$ cat src/shared/qsr_pkg.sv
// Package for the questionable status register bank.
// Assumes one clock domain and a command port driven by the remote parser.
package qsr_pkg;
  localparam int unsigned NCH = 4;
  localparam int unsigned W = 16;
  // Group select codes
  localparam logic [1:0] GRP_TEMP = 2'h0;
  localparam logic [1:0] GRP_TIME = 2'h1;
  localparam logic [1:0] GRP_TRAN = 2'h2;
  // Part select codes
  localparam logic [2:0] PART_COND = 3'h0;
  localparam logic [2:0] PART_EVENT = 3'h1;
  localparam logic [2:0] PART_ENABLE = 3'h2;
  localparam logic [2:0] PART_PTR = 3'h3;
  localparam logic [2:0] PART_NTR = 3'h4;
  // Valid bit masks per group
  localparam logic [15:0] MASK_TEMP = 16'h0001;
  localparam logic [15:0] MASK_TIME = 16'h0002;
  localparam logic [15:0] MASK_TRAN = 16'h4fff;
  // Field positions
  localparam int unsigned TEMP_DEV_BIT = 0;
  localparam int unsigned TIME_SHORT_BIT = 1;
  localparam int unsigned TRAN_RANGE_LSB = 0;
  localparam int unsigned TRAN_NRANGE = 10;
  localparam int unsigned TRAN_IN1_BIT = 10;
  localparam int unsigned TRAN_IN2_BIT = 11;
  localparam int unsigned TRAN_EDGE_BIT = 14;
  // Preset values
  localparam logic [15:0] RST_ENABLE = 16'h0000;
  localparam logic [15:0] RST_PTR = 16'hffff;
  localparam logic [15:0] RST_NTR = 16'h0000;
  localparam logic [15:0] RST_EVENT = 16'h0000;
  localparam logic [15:0] RST_MASK_OTHER = 16'hffff;

  // Clearing actions decoded from the command stream
  typedef struct packed {
    logic power_on;
    logic psc;
    logic dev_clear;
    logic rst_preset;
    logic stat_preset;
    logic cls;
    logic pmt;
    logic cmd_start;
  } qsr_ctl_s;

  // Live status inputs for one channel
  typedef struct packed {
    logic warmup;
    logic temp_drift;
    logic sweep_short;
    logic [9:0] range_hit;
    logic in1;
    logic in2;
    logic at_edge;
  } qsr_live_s;

  // Register access request
  typedef struct packed {
    logic rd;
    logic wr;
    logic [1:0] ch;
    logic [1:0] grp;
    logic [2:0] part;
    logic [15:0] data;
  } qsr_req_s;
endpackage : qsr_pkg

$ cat src/core/qsr_group.sv
// One status register group: condition, event, enable and transition filters.
// Assumes the condition is resampled every cycle by the parent.
`timescale 1ns/1ns
module qsr_group #(
  parameter logic [15:0] VALID = 16'hffff
) (
  input wire logic clk,
  input wire logic sys_rst,
  input wire logic [15:0] cond_in,
  input wire logic clr_event,
  input wire logic preset,
  input wire logic wr_en,
  input wire logic [2:0] wr_part,
  input wire logic [15:0] wr_data,
  input wire logic rd_event,
  output logic [15:0] cond,
  output logic [15:0] event_q,
  output logic [15:0] enable,
  output logic [15:0] ptr,
  output logic [15:0] ntr
);
  logic [15:0] rise;
  logic [15:0] fall;
  logic [15:0] hit;
  logic [15:0] next_event;
  logic wr_enable;
  logic wr_ptr;
  logic wr_ntr;

  assign rise = cond_in & ~cond;
  assign fall = ~cond_in & cond;
  assign hit = ((rise & ptr) | (fall & ntr)) & VALID;
  // New hits win over a clear or a read-clear in the same cycle
  assign next_event = ((clr_event | rd_event) ? qsr_pkg::RST_EVENT : event_q) | hit;
  assign wr_enable = wr_en && (wr_part == qsr_pkg::PART_ENABLE);
  assign wr_ptr = wr_en && (wr_part == qsr_pkg::PART_PTR);
  assign wr_ntr = wr_en && (wr_part == qsr_pkg::PART_NTR);

  always_ff @(posedge clk or posedge sys_rst) begin
    if (sys_rst) begin
      cond <= 16'h0000;
      event_q <= qsr_pkg::RST_EVENT;
    end else begin
      cond <= cond_in & VALID;
      event_q <= next_event;
    end
  end

  always_ff @(posedge clk or posedge sys_rst) begin
    if (sys_rst) begin
      enable <= qsr_pkg::RST_ENABLE;
      ptr <= qsr_pkg::RST_PTR;
      ntr <= qsr_pkg::RST_NTR;
    end else if (preset) begin
      enable <= qsr_pkg::RST_ENABLE;
      ptr <= qsr_pkg::RST_PTR;
      ntr <= qsr_pkg::RST_NTR;
    end else begin
      if (wr_enable) enable <= wr_data & VALID;
      if (wr_ptr) ptr <= wr_data & VALID;
      if (wr_ntr) ntr <= wr_data & VALID;
    end
  end
endmodule : qsr_group

$ cat src/core/qsr_bank.sv
// Questionable status bank: temperature, sweep time and transducer groups.
// Assumes the command parser decodes clearing actions into single-cycle pulses.
`timescale 1ns/1ns
module qsr_bank (
  input wire logic clk,
  input wire logic sys_rst,
  input wire qsr_pkg::qsr_ctl_s ctl,
  input wire qsr_pkg::qsr_live_s [qsr_pkg::NCH-1:0] live,
  input wire logic [qsr_pkg::NCH-1:0] ch_active,
  input wire qsr_pkg::qsr_req_s req,
  input wire logic continue_measurement,
  output logic [15:0] rd_data,
  output logic rd_valid,
  output logic [qsr_pkg::NCH-1:0] break_pending,
  output logic sweep_resume,
  output logic clr_status_byte,
  output logic clr_srq_masks,
  output logic clr_error_queue,
  output logic flush_output,
  output logic flush_input,
  output logic settings_reset
);
  localparam int unsigned NG = 3;
  typedef enum logic [1:0] {
    QSR_IDLE = 2'b01,
    QSR_ARMED = 2'b10
  } qsr_flush_e;

  qsr_flush_e flush_state;
  qsr_flush_e next_flush_state;
  logic psc_on;
  logic full_clear;
  logic do_preset;
  logic clr_events;
  logic hard_flush;
  logic deferred;
  logic flush_now;
  logic [15:0] cond_vec [qsr_pkg::NCH][NG];
  logic [15:0] ev_vec [qsr_pkg::NCH][NG];
  logic [15:0] en_vec [qsr_pkg::NCH][NG];
  logic [15:0] pt_vec [qsr_pkg::NCH][NG];
  logic [15:0] nt_vec [qsr_pkg::NCH][NG];
  logic [15:0] sel_data;
  logic [15:0] sel_cond;
  logic [15:0] sel_event;
  logic [15:0] sel_enable;
  logic [15:0] sel_ptr;
  logic [15:0] sel_ntr;
  logic rd_hit;
  logic [qsr_pkg::NCH-1:0] edge_seen;
  logic [qsr_pkg::NCH-1:0] next_break;

  assign psc_on = ctl.power_on & ctl.psc;
  assign full_clear = ctl.cls | psc_on;
  assign do_preset = ctl.stat_preset | psc_on;
  assign clr_events = full_clear;
  assign hard_flush = ctl.power_on | ctl.dev_clear;
  assign deferred = ctl.rst_preset | ctl.stat_preset | ctl.cls;
  // Compare at three bits so a channel count of four is not cut to zero
  assign rd_hit = req.rd && (req.grp != 2'h3) && ({1'b0, req.ch} < 3'(qsr_pkg::NCH));

  genvar c;
  generate
    for (c = 0; c < qsr_pkg::NCH; c++) begin : g_ch
      logic [15:0] temp_c;
      logic [15:0] time_c;
      logic [15:0] tran_c;
      logic wr_c;
      logic rd_c;
      logic act;

      assign act = ch_active[c];
      always_comb begin
        temp_c = 16'h0000;
        temp_c[qsr_pkg::TEMP_DEV_BIT] = act & (live[c].temp_drift | live[c].warmup);
      end
      always_comb begin
        time_c = 16'h0000;
        time_c[qsr_pkg::TIME_SHORT_BIT] = act & live[c].sweep_short;
      end
      always_comb begin
        tran_c = 16'h0000;
        tran_c[qsr_pkg::TRAN_RANGE_LSB +: qsr_pkg::TRAN_NRANGE] =
          act ? live[c].range_hit : 10'h000;
        tran_c[qsr_pkg::TRAN_IN1_BIT] = act & live[c].in1;
        tran_c[qsr_pkg::TRAN_IN2_BIT] = act & live[c].in2;
        tran_c[qsr_pkg::TRAN_EDGE_BIT] = act & live[c].at_edge;
      end

      assign wr_c = req.wr && (req.ch == 2'(c));
      assign rd_c = req.rd && (req.ch == 2'(c)) && (req.part == qsr_pkg::PART_EVENT);

      qsr_group #(.VALID(qsr_pkg::MASK_TEMP)) u_temp (
        .clk(clk),
        .sys_rst(sys_rst),
        .cond_in(temp_c),
        .clr_event(clr_events),
        .preset(do_preset),
        .wr_en(wr_c && (req.grp == qsr_pkg::GRP_TEMP)),
        .wr_part(req.part),
        .wr_data(req.data),
        .rd_event(rd_c && (req.grp == qsr_pkg::GRP_TEMP)),
        .cond(cond_vec[c][0]),
        .event_q(ev_vec[c][0]),
        .enable(en_vec[c][0]),
        .ptr(pt_vec[c][0]),
        .ntr(nt_vec[c][0])
      );
      qsr_group #(.VALID(qsr_pkg::MASK_TIME)) u_time (
        .clk(clk),
        .sys_rst(sys_rst),
        .cond_in(time_c),
        .clr_event(clr_events),
        .preset(do_preset),
        .wr_en(wr_c && (req.grp == qsr_pkg::GRP_TIME)),
        .wr_part(req.part),
        .wr_data(req.data),
        .rd_event(rd_c && (req.grp == qsr_pkg::GRP_TIME)),
        .cond(cond_vec[c][1]),
        .event_q(ev_vec[c][1]),
        .enable(en_vec[c][1]),
        .ptr(pt_vec[c][1]),
        .ntr(nt_vec[c][1])
      );
      qsr_group #(.VALID(qsr_pkg::MASK_TRAN)) u_tran (
        .clk(clk),
        .sys_rst(sys_rst),
        .cond_in(tran_c),
        .clr_event(clr_events),
        .preset(do_preset),
        .wr_en(wr_c && (req.grp == qsr_pkg::GRP_TRAN)),
        .wr_part(req.part),
        .wr_data(req.data),
        .rd_event(rd_c && (req.grp == qsr_pkg::GRP_TRAN)),
        .cond(cond_vec[c][2]),
        .event_q(ev_vec[c][2]),
        .enable(en_vec[c][2]),
        .ptr(pt_vec[c][2]),
        .ntr(nt_vec[c][2])
      );

      // Break raised on changeover edge, held until host continues
      assign edge_seen[c] = act & live[c].at_edge;
      assign next_break[c] = edge_seen[c] | (break_pending[c] & ~continue_measurement);
    end
  endgenerate

  assign sel_cond = cond_vec[req.ch][req.grp];
  assign sel_event = ev_vec[req.ch][req.grp];
  assign sel_enable = en_vec[req.ch][req.grp];
  assign sel_ptr = pt_vec[req.ch][req.grp];
  assign sel_ntr = nt_vec[req.ch][req.grp];

  always_comb begin
    unique case (req.part)
      qsr_pkg::PART_COND: sel_data = sel_cond;
      qsr_pkg::PART_EVENT: sel_data = sel_event;
      qsr_pkg::PART_ENABLE: sel_data = sel_enable;
      qsr_pkg::PART_PTR: sel_data = sel_ptr;
      qsr_pkg::PART_NTR: sel_data = sel_ntr;
      default: sel_data = 16'h0000;
    endcase
  end

  // Deferred output buffer flush after reset-type commands
  always_comb begin
    next_flush_state = flush_state;
    flush_now = 1'b0;
    unique case (flush_state)
      QSR_IDLE: begin
        if (deferred) next_flush_state = QSR_ARMED;
      end
      QSR_ARMED: begin
        if (ctl.cmd_start && ctl.pmt) begin
          flush_now = 1'b1;
          next_flush_state = QSR_IDLE;
        end
      end
      default: next_flush_state = QSR_IDLE;
    endcase
    if (hard_flush) next_flush_state = QSR_IDLE;
  end

  always_ff @(posedge clk or posedge sys_rst) begin
    if (sys_rst) begin
      flush_state <= QSR_IDLE;
    end else begin
      flush_state <= next_flush_state;
    end
  end

  always_ff @(posedge clk or posedge sys_rst) begin
    if (sys_rst) begin
      rd_data <= 16'h0000;
      rd_valid <= 1'b0;
      break_pending <= '0;
      sweep_resume <= 1'b0;
    end else begin
      rd_data <= rd_hit ? (sel_data & 16'h7fff) : 16'h0000;
      rd_valid <= req.rd;
      break_pending <= next_break;
      sweep_resume <= continue_measurement & (|break_pending);
    end
  end

  always_ff @(posedge clk or posedge sys_rst) begin
    if (sys_rst) begin
      clr_status_byte <= 1'b0;
      clr_srq_masks <= 1'b0;
      clr_error_queue <= 1'b0;
      flush_output <= 1'b0;
      flush_input <= 1'b0;
      settings_reset <= 1'b0;
    end else begin
      clr_status_byte <= full_clear;
      clr_srq_masks <= psc_on;
      clr_error_queue <= full_clear | ctl.power_on;
      flush_output <= hard_flush | flush_now;
      flush_input <= hard_flush;
      settings_reset <= ctl.rst_preset;
    end
  end
endmodule : qsr_bank

$ cat config.mk
export PLATFORM = sky130hd
export DESIGN_NAME = qsr_bank
export DESIGN_NICKNAME = d
export VERILOG_FILES = /design/src/shared/qsr_pkg.sv /design/src/core/qsr_group.sv /design/src/core/qsr_bank.sv
export SDC_FILE = /design/constraint.sdc
export NUM_CORES = 1
export LEC_CHECK = 0
export BUFFER_PORTS_ARGS = -buffer_cell sky130_fd_sc_hd__buf_4
export CAP_MARGIN = 10
export CORE_AREA = 2 2 265 201
export CTS_BUF_LIST = sky130_fd_sc_hd__clkbuf_8
export DETAILED_ROUTE_END_ITERATION = 10
export DIE_AREA = 0 0 267 203
export PLACE_DENSITY_LB_ADDON = 0.12
export SETUP_SLACK_MARGIN = 0.5
export SLEW_MARGIN = 20
export SYNTH_ARGS = -nofsm -noshare
export SYNTH_HDL_FRONTEND = slang
export SYNTH_HIERARCHICAL = 1
export SYNTH_SLANG_ARGS = --single-unit
$ cat constraint.sdc
create_clock -name clk -period 1.7 [get_ports clk]
set_input_delay 0.085 -clock clk [delete_from_list [all_inputs] [get_ports clk]]
set_output_delay 0.085 -clock clk [all_outputs]
set_load 0.005 [all_outputs]
==> flow_summary.json, run 1 <==
{
  "status": "finished, violations left",
  "violations": "setup timing",
  "routed_wl_um": 92300,
  "period_minus_slack_ns": 1.94,
  "fin_ws_ns": -0.237,
  "die_h_um": 203,
  "ir_drop_mv": 0.706,
  "combinationalPowerShare": 0.205,
  "cp.arrival_ns": 2.48,
  "fp.coreArea_um2": 51400,
  "grt_usage": 0.339,
  "clock_latency_ns": 0.71,
  "seqPwrFrac": 0.405,
  "fmax_ghz": 0.516,
  "clk_pin_slew_ns": 0.06,
  "p_per_area_nw_per_um2": 656,
  "fin_skew_ns": 0.0648,
  "place_congestion": 0.890,
  "cts_htree_levels": 2,
  "yosys_warnings": 6,
  "antenna_found_initial": 4,
  "area_growth_pct": 16.5,
  "p_sw_frac": 0.294,
  "grt_max_degree": 75,
  "cts_buffers": 59,
  "maxSlewHeadroom": 0.346,
  "fin_nets": 2949,
  "cts_root_buffer": "clkbuf_8",
  "hold_violations": 0,
  "final_max_slew_viol_count": 0,
  "setup_viol": 15,
  "design.die.area_um2": 54200,
  "worst_ep_required_time_ns": 2.24,
  "avgSynthCellArea_um2": 10.9,
  "leakage_nw": 14.1,
  "tightest_slew_ns": 0.977,
  "p_int_w": 0.0149,
  "pwr-share-clk": 0.389,
  "wl_per_cell_um": 25.6,
  "drt_first_iter_violations": 2304,
  "finalPower_w": 0.0211,
  "port_buffers": 127,
  "grt_pass1_wl_um": 135000,
  "fin_util": 0.627,
  "die_x_um": 267,
  "via_count": 20800,
  "power.switching_w": 0.00622,
  "start_util": 0.538,
  "dr.pass1.iters": 7,
  "cap_violations": 0,
  "startpoint_type": "flop",
  "drive_above_1_share": 0.336,
  "clock_sinks": 341,
  "synthesis.area_um2": 27700,
  "num_rows": 72,
  "grt_pass1_vias": 21000,
  "clk_path_buf_depth": 3,
  "post-dp-hpwl_um": 61100,
  "syn_inst": 2542,
  "overflow": 0,
  "hp-class": "in -> reg",
  "cp_max_fo": 6,
  "end_kind": "flop",
  "criticalPathCategory": "reg -> reg",
  "final_antenna_net_count": 0,
  "ios": 132,
  "post-route-drc-count": 0,
  "tritoncts": "yes",
  "vias_per_cell": 5.78,
  "fin_crit_sh": 1.14,
  "rsz0062_at_grt": "yes"
}
[through the flow]
step           instance area (µm²)  setup TNS (ns)  hold slack, ns  setup WS [ns]  std cells
6_report                     32200           -2.23          0.0110         -0.237       3599
5_1_grt                      32200           -2.96          0.0260         -0.288       3598
4_1_cts                      31900           -1.98         -0.0248         -0.262       3577
3_5_place_dp                 28500          -30.08           0.136         -0.858       3301
3_3_place_gp                 28500          -27.13           0.134         -0.832       3301
2_1_floorplan                30100           -2.60          -0.125        -0.0166       3010
[power groups by stage]
stage / Sequential [W] / Combinational, W / Clock [W]
3_5_place_dp: 0.00870 / 0.00366 / 0
4_1_cts: 0.00856 / 0.00406 / 0.00833
2_1_floorplan: 0.00861 / 0.00309 / 0
5_1_grt: 0.00859 / 0.00461 / 0.00868
6_report: 0.00857 / 0.00434 / 0.00823
3_3_place_gp: 0.00869 / 0.00360 / 0
[sequential cells by signal, summed over array words and instances (netlist names), 8 cells and up]
signal,count
g_ch.u_tran/cond,52
g_ch.u_tran/ntr,52
g_ch.u_temp/ptr,8
g_ch.u_tran/event_q,52
g_ch.u_tran/ptr,56
g_ch.u_tran/enable,52
g_ch.u_time/ptr,8
rd_data,15
[path summary, 6_finish.rpt]
check / startpoint / to / slack [ns] / depth (start not counted)
min in group asynchronous: sys_rst / g_ch[0].u_tran/enable[10]$_DFFE_PP0P_ / 0.10 / 3
max in group asynchronous: sys_rst / g_ch[3].u_temp/ptr[14]$_DFFE_PP1P_ / 0.67 / 4
worst max-delay path: g_ch[3].u_temp/ptr[14]$_DFFE_PP1P_ / rd_data[10]$_DFF_PP0_ / -0.24 / 6
worst max register to register: g_ch[3].u_temp/ptr[14]$_DFFE_PP1P_ / rd_data[10]$_DFF_PP0_ / -0.24 / 6
worst min-delay path: ctl[3] / g_ch[2].u_temp/ptr[0]$_DFFE_PP1P_ / 0.01 / 5
worst min register to register: g_ch[2].u_tran/ptr[13]$_DFFE_PP1P_ / g_ch[2].u_tran/ptr[13]$_DFFE_PP1P_ / 0.49 / 2
[worst max-delay path, cell delays in order (launching register included)]
cell	delay, ns
dfstp_4	0.53
buf_4	0.16
mux4_2	0.45
nand3_2	0.08
nand4_1	0.14
a221oi_4	0.35
a21oi_2	0.09
[per-layer routing]
metal | global-route usage | share of wire
met1 | 0.474 | 0.42
met2 | 0.525 | 0.45
met3 | 0.0671 | 0.094
met4 | 0.128 | 0.043
met5 | 0 | 0.00025
[layout make-up]
type                    count  area, µm²
flip-flops and latches    341       8660
clock buffers              75       1030
repair buffers            536       5340
well taps                 703        880
multi-input cells        1774      15600
diodes                      2       5.00
clock inverters            35        244
inverters                 133        504
fillers                  4219      19200
[layout by cell type (no fill, tap or decap), types with 24 or more instances in the layout]
cell type and count:
o32ai_2 104, a211o_1 53, nand2b_1 24, dfstp_2 65, mux2i_1 78, and2_1 54
conb_1 481, and3b_1 105, nand3b_1 136, dlygate4sd3_1 152, a22oi_1 42, buf_12 48
clkbuf_8 75, buf_6 36, nand2_1 64, inv_1 151, nand3_1 43, buf_4 285
dfrtp_1 260, nor2_1 150, mux4_2 222, a21oi_1 36
[repair_timing]
action / 4_1_cts / 5_1_grt
gates resized for setup: 71 / 35
setup endpoints to repair: 61 / 283
hold buffers: 152 / 7
cloned: 1 / 6
hold endpoints to repair: 630 / 9
pin swaps: 16 / 23
setup buffers: 13 / 10
Note: power is estimated with default switching activity, not from simulation.
==> inputs of run 2 (changes only) <==
--- a/config.mk
+++ b/config.mk
@@ -6,7 +6,6 @@
 export NUM_CORES = 1
 export LEC_CHECK = 0
 export BUFFER_PORTS_ARGS = -buffer_cell sky130_fd_sc_hd__buf_4
-export CAP_MARGIN = 10
 export CORE_AREA = 2 2 265 201
 export CTS_BUF_LIST = sky130_fd_sc_hd__clkbuf_8
 export DETAILED_ROUTE_END_ITERATION = 10
==> constraint.sdc (replaced) <==
create_clock -name clk -period 2.1 [get_ports clk]
set_input_delay 0.105 -clock clk [delete_from_list [all_inputs] [get_ports clk]]
set_output_delay 0.105 -clock clk [all_outputs]
set_load 0.005 [all_outputs]
==> flow_summary.json, run 2 (synthesis results as in run 1) <==
{
  "reg2reg_from": "g_ch[1].u_temp/ptr[14]$_DFFE_PP1P_",
  "cp.arrival_ns": 2.46,
  "worst_ep_required_time_ns": 2.65,
  "num_rows": 72,
  "area_growth_pct": 9.66,
  "drt_first_iter_violations": 1871,
  "fin_ws_ns": 0.190,
  "die_x_um": 267,
  "routed_wl_um": 86200,
  "drive_above_1_share": 0.285,
  "period_minus_slack_ns": 1.91,
  "final_max_slew_viol_count": 0,
  "fin_crit_sh": 0.910,
  "design.die.area_um2": 54200,
  "seqPwrFrac": 0.430,
  "vias_per_cell": 5.72,
  "hold_violations": 0,
  "hp-class": "in -> async",
  "tightest_slew_ns": 0.729,
  "start_util": 0.538,
  "clock_latency_ns": 0.68,
  "place_ws_ns": 0.129,
  "criticalPathCategory": "reg -> reg",
  "post-dp-hpwl_um": 56000,
  "port_buffers": 127,
  "final_cells": 3459,
  "cts_root_buffer": "clkbuf_8",
  "leakage_nw": 13.2,
  "dpl.cell_count": 3195,
  "combinationalPowerShare": 0.193,
  "clk_path_buf_depth": 3,
  "mostFrequentLayoutCell": "conb_1",
  "fmax_ghz": 0.524,
  "fin_util": 0.590,
  "grt_pass1_wl_um": 128000,
  "tritoncts": "yes",
  "fin_setup_tns_ns": 0,
  "cap_violations": 0,
  "grt_max_degree": 116,
  "clk_pin_slew_ns": 0.07,
  "ios": 132,
  "via_count": 19800,
  "grt_pass1_vias": 19800,
  "final_antenna_net_count": 0,
  "post-route-drc-count": 0,
  "place_congestion": 0.868,
  "setup_viol": 0,
  "p_per_area_nw_per_um2": 531,
  "p_int_w": 0.0114,
  "startpoint_type": "flop",
  "antenna_found_initial": 1,
  "regMostFlops": "g_ch.u_tran/ptr",
  "grt_usage": 0.319,
  "status": "finished, final reports clean",
  "fin_nets": 2811,
  "rsz0062_at_grt": "yes",
  "fp.coreArea_um2": 51400,
  "overflow": 0,
  "p_sw_frac": 0.294,
  "layout_common_cells": "conb_1 (481), dfrtp_1 (268), mux4_2 (222)",
  "wl_per_cell_um": 24.9,
  "crit_path_start": "g_ch[1].u_temp/ptr[14]$_DFFE_PP1P_",
  "cp_max_fo": 7,
  "fin_skew_ns": 0.0462,
  "dr.pass1.iters": 6,
  "end_kind": "flop",
  "cts_htree_levels": 2,
  "die_h_um": 203,
  "clock_sinks": 341,
  "maxSlewHeadroom": 0.514,
  "largest_reg_flops": 56,
  "power.switching_w": 0.00474,
  "ir_drop_mv": 0.378,
  "pwr-share-clk": 0.377,
  "cts_buffers": 57
}
[run 2: changes by cell type in the layout (fill, tap and decap cells not counted), moves of 6 or more]
| cell | before | now |
|---|---|---|
| buf_4 | 285 | 209 |
| a21oi_1 | 36 | 42 |
| o32ai_1 | 0 | 24 |
| buf_6 | 36 | 5 |
| dlygate4sd3_1 | 152 | 142 |
| buf_12 | 48 | 39 |
| o32ai_2 | 104 | 80 |
| inv_1 | 151 | 158 |
| dfrtp_1 | 260 | 268 |
| a21oi_2 | 7 | 1 |
| dfrtp_2 | 8 | 0 |
[run 2: routing by layer]
metal	wire length, µm	GRT usage	up-vias
li1	-	-	8510
met1	37300	0.460	10200
met2	39000	0.495	883
met3	7250	0.0555	158
met4	2620	0.0949	2
met5	13	0	-
[run 2: cell type report]
class                           count  area, µm²
Multi-Input combinational cell   1773      15200
Antenna cell                        1       2.50
Fill cell                        4332      21100
Clock buffer                       70        963
Timing Repair Buffer              401       3920
Clock inverter                     37        186
Tap cell                          703        880
Sequential cell                   341       8640
Inverter                          133        514
[run 2: worst max-delay path, cell delays in order, from the launching register on]
cell and delay (ns):
dfstp_4 0.51, buf_6 0.18, mux4_2 0.46, nand3_1 0.09, nand4_1 0.14, a221oi_2 0.26, a21oi_1 0.12
[run 2: final timing paths]
check,end,slack (ns),depth (start not counted)
min,g_ch[1].u_time/event_q[1]$_DFF_PP0_,0.05,3
max,rd_data[3]$_DFF_PP0_,0.19,6
max reg2reg,rd_data[3]$_DFF_PP0_,0.19,6
min in group clk,g_ch[2].u_tran/cond[0]$_DFF_PP0_,0.05,2
max in group asynchronous,g_ch[3].u_tran/ptr[9]$_DFFE_PP1P_,1.16,4
min reg2reg,g_ch[3].u_tran/ptr[13]$_DFFE_PP1P_,0.48,2
[run 2: power groups by stage]
stage / Clock, W / Sequential (W) / Combinational, W
6_report: 0.00607 / 0.00693 / 0.00312
3_3_place_gp: 0 / 0.00703 / 0.00273
2_1_floorplan: 0 / 0.00697 / 0.00250
3_5_place_dp: 0 / 0.00703 / 0.00277
4_1_cts: 0.00617 / 0.00692 / 0.00300
5_1_grt: 0.00647 / 0.00694 / 0.00333
[run 2: repair_timing]
item	in CTS	in global routing
setup buffers	3	8
endpoints found under the hold margin	591	0
pin swaps	6	23
hold buffers	144	0
resized for setup	10	19
setup endpoints to repair	15	115
gates cloned	0	1
[run 2: metrics by stage]
step                      hold slack, ns  cell area, µm²  power [W]
after floorplan                   -0.105           29800    0.00947
after global placement             0.173           27500    0.00975
after detailed placement           0.181           27500    0.00981
after CTS                        0.00527           30100     0.0161
after global routing              0.0171           30300     0.0167
final                             0.0467           30300     0.0161
==> inputs of run 3 (changes only) <==
--- a/config.mk
+++ b/config.mk
@@ -6,14 +6,13 @@
 export NUM_CORES = 1
 export LEC_CHECK = 0
 export BUFFER_PORTS_ARGS = -buffer_cell sky130_fd_sc_hd__buf_4
-export CORE_AREA = 2 2 265 201
+export CORE_AREA = 2 2 192 147
 export CTS_BUF_LIST = sky130_fd_sc_hd__clkbuf_8
 export DETAILED_ROUTE_END_ITERATION = 10
-export DIE_AREA = 0 0 267 203
+export DIE_AREA = 0 0 194 149
 export PLACE_DENSITY_LB_ADDON = 0.12
 export SETUP_SLACK_MARGIN = 0.5
 export SLEW_MARGIN = 20
 export SYNTH_ARGS = -nofsm -noshare
 export SYNTH_HDL_FRONTEND = slang
-export SYNTH_HIERARCHICAL = 1
 export SYNTH_SLANG_ARGS = --single-unit
==> flow_summary.json, run 3 <==
{
  "wl_per_cell_um": 23.1,
  "synth_top_area_share": 0.404,
  "hold_violations": 0,
  "drt_first_iter_violations": 1405,
  "cp_max_fo": 11,
  "design.die.area_um2": 28900,
  "tightest_slew_ns": 0.597,
  "cts_root_buffer": "clkbuf_8",
  "final_max_slew_viol_count": 0,
  "avgSynthCellArea_um2": 10.9,
  "period_minus_slack_ns": 1.74,
  "clk_pin_slew_ns": 0.07,
  "post-route-drc-count": 0,
  "worst_ep_required_time_ns": 2.61,
  "synth_most_common_cell": "nand2_1",
  "die_h_um": 149,
  "rsz0062_at_grt": "yes",
  "fmax_ghz": 0.574,
  "fin_crit_sh": 0.829,
  "cts_buffers": 52,
  "largest_reg_flops": 56,
  "ys_ff_latch": 340,
  "vias_per_cell": 6.08,
  "via_count": 13400,
  "grt_usage": 0.362,
  "num_rows": 53,
  "leakage_nw": 8.91,
  "setup_viol": 0,
  "grt_max_degree": 61,
  "cp.arrival_ns": 2.25,
  "synth-edff-count": 0,
  "routed_wl_um": 51000,
  "regMostFlops": "g_ch.u_tran.ptr",
  "synth_seq_area_share": 0.520,
  "synth_cell_types": 58,
  "slowest_stage": "dfstp_2",
  "cap_violations": 0,
  "hp-class": "in -> reg",
  "hold_slack_ns": 0.0240,
  "yosys.area.top_type": "dfrtp_1",
  "p_per_area_nw_per_um2": 683,
  "clock_sinks": 340,
  "cp_num_buf_inv": 0,
  "end_kind": "flop",
  "synth_flop_cell": "dfrtp_1",
  "clk_path_buf_depth": 3,
  "maxSlewHeadroom": 0.602,
  "stdcell_area_um2": 20500,
  "clock_latency_ns": 0.61,
  "antenna_found_initial": 1,
  "netlist_top_cells_count": "nand2_1 (319), dfrtp_1 (267), nor2_1 (131), nand3_1 (84), mux4_2 (78)",
  "startpoint_type": "flop",
  "area_growth_pct": 23.7,
  "ios": 132,
  "synthesis.area_um2": 16500,
  "start_util": 0.605,
  "slowest_delay_ns": 0.53,
  "port_buffers": 127,
  "criticalPathCategory": "reg -> reg",
  "ir_drop_mv": 0.522,
  "layout_common_cells": "nand2_1 (319), dfrtp_1 (267), buf_4 (185)",
  "fin_skew_ns": 0.0140,
  "diodes": 0,
  "cts_htree_levels": 2,
  "drive_above_1_share": 0.248,
  "syn_inst": 1519,
  "grt_pass1_vias": 13500,
  "die_x_um": 194,
  "synth_area_leaders": "dfrtp_1 (40%), dfstp_2 (12%), mux4_2 (11%), nand2_1 (7.2%), mux2i_1 (3.9%)",
  "fin_setup_tns_ns": 0,
  "place_congestion": 0.869,
  "fin_nets": 1905,
  "grt_pass1_wl_um": 79400,
  "overflow": 0,
  "yosys_warnings": 0,
  "synth.net_count": 1623,
  "synthArstFlopShare": 1.00,
  "tritoncts": "yes",
  "placed_cell_area_um2": 18000,
  "fp.coreArea_um2": 27300,
  "fin_ws_ns": 0.359,
  "dr.pass1.iters": 7,
  "final_antenna_net_count": 0,
  "mostFrequentLayoutCell": "nand2_1",
  "fin_util": 0.749,
  "cp_cell_sequence": "mux4_2, mux2i_1, or3_4, a41oi_1",
  "post-dp-hpwl_um": 32000,
  "status": "finished, final reports clean",
  "crit_family": "flip-flops",
  "place_ws_ns": 0.282
}
## run 3: worst min-delay path: stages
cell     delay [ns]
buf_4          0.21
nand2_1        0.20
inv_1          0.06
## run 3: cell type report
type,count,area [µm²]
well taps,357,447
inverters,21,82.6
flip-flops and latches,340,8600
repair buffers,333,3020
clock buffers,66,908
fillers,1909,6870
multi-input cells,1053,7260
clock inverters,32,139
## run 3: kinds of logic after synthesis
group / after synthesis / share of synthesized area
multiplexers: 142 / 0.145
AND/OR/NAND/NOR: 700 / 0.200
buffers and inverters: 126 / 0.0423
other: 1 / 0.000227
flip-flops: 340 / 0.520
AO/OA/AOI/OAI: 210 / 0.0923
## run 3: path summary, 6_finish.rpt
| kind | slack (ns) | from | cells past startpoint | to |
|---|---|---|---|---|
| max | 0.36 | g_ch[3].u_time.ptr[14]$_DFFE_PP1P_ | 4 | rd_data[5]$_DFF_PP0_ |
| min | 0.02 | ch_active[0] | 3 | g_ch[0].u_tran.cond[14]$_DFF_PP0_ |
| max reg2reg | 0.36 | g_ch[3].u_time.ptr[14]$_DFFE_PP1P_ | 4 | rd_data[5]$_DFF_PP0_ |
| min reg2reg | 0.46 | g_ch[1].u_tran.ptr[13]$_DFFE_PP1P_ | 2 | g_ch[1].u_tran.ptr[13]$_DFFE_PP1P_ |
| max in group asynchronous | 1.17 | sys_rst | 4 | g_ch[2].u_tran.ptr[7]$_DFFE_PP1P_ |
| min in group asynchronous | 0.13 | sys_rst | 3 | g_ch[2].u_tran.cond[1]$_DFF_PP0_ |
## run 3: power by group
group | total [W] | switching, W | internal, W
sequential | 0.00689 | 0.000133 | 0.00676
combinational | 0.00156 | 0.000829 | 0.000733
clock | 0.00551 | 0.00268 | 0.00283
total | 0.0140 | 0.00364 | 0.0103
## run 3: stage by stage
step | power (W) | instances
2_1_floorplan | 0.00776 | 1519
3_3_place_gp | 0.00829 | 1969
3_5_place_dp | 0.00833 | 1969
4_1_cts | 0.0140 | 2200
5_1_grt | 0.0144 | 2202
6_report | 0.0140 | 2202
## run 3: layer usage
layer	global-route usage	up-vias	part of all wire
li1	-	5913	-
met1	0.527	6711	0.42
met2	0.551	663	0.46
met3	0.0760	102	0.095
met4	0.119	0	0.029
met5	0	-	0
## run 3: timing repair
item | CTS | global route
hold buffers | 133 | 0
hold endpoints to repair | 422 | 0
setup buffers | 0 | 2
gates resized for setup | 1 | 2
endpoints found under the setup margin | 12 | 37
pin swaps | 0 | 1
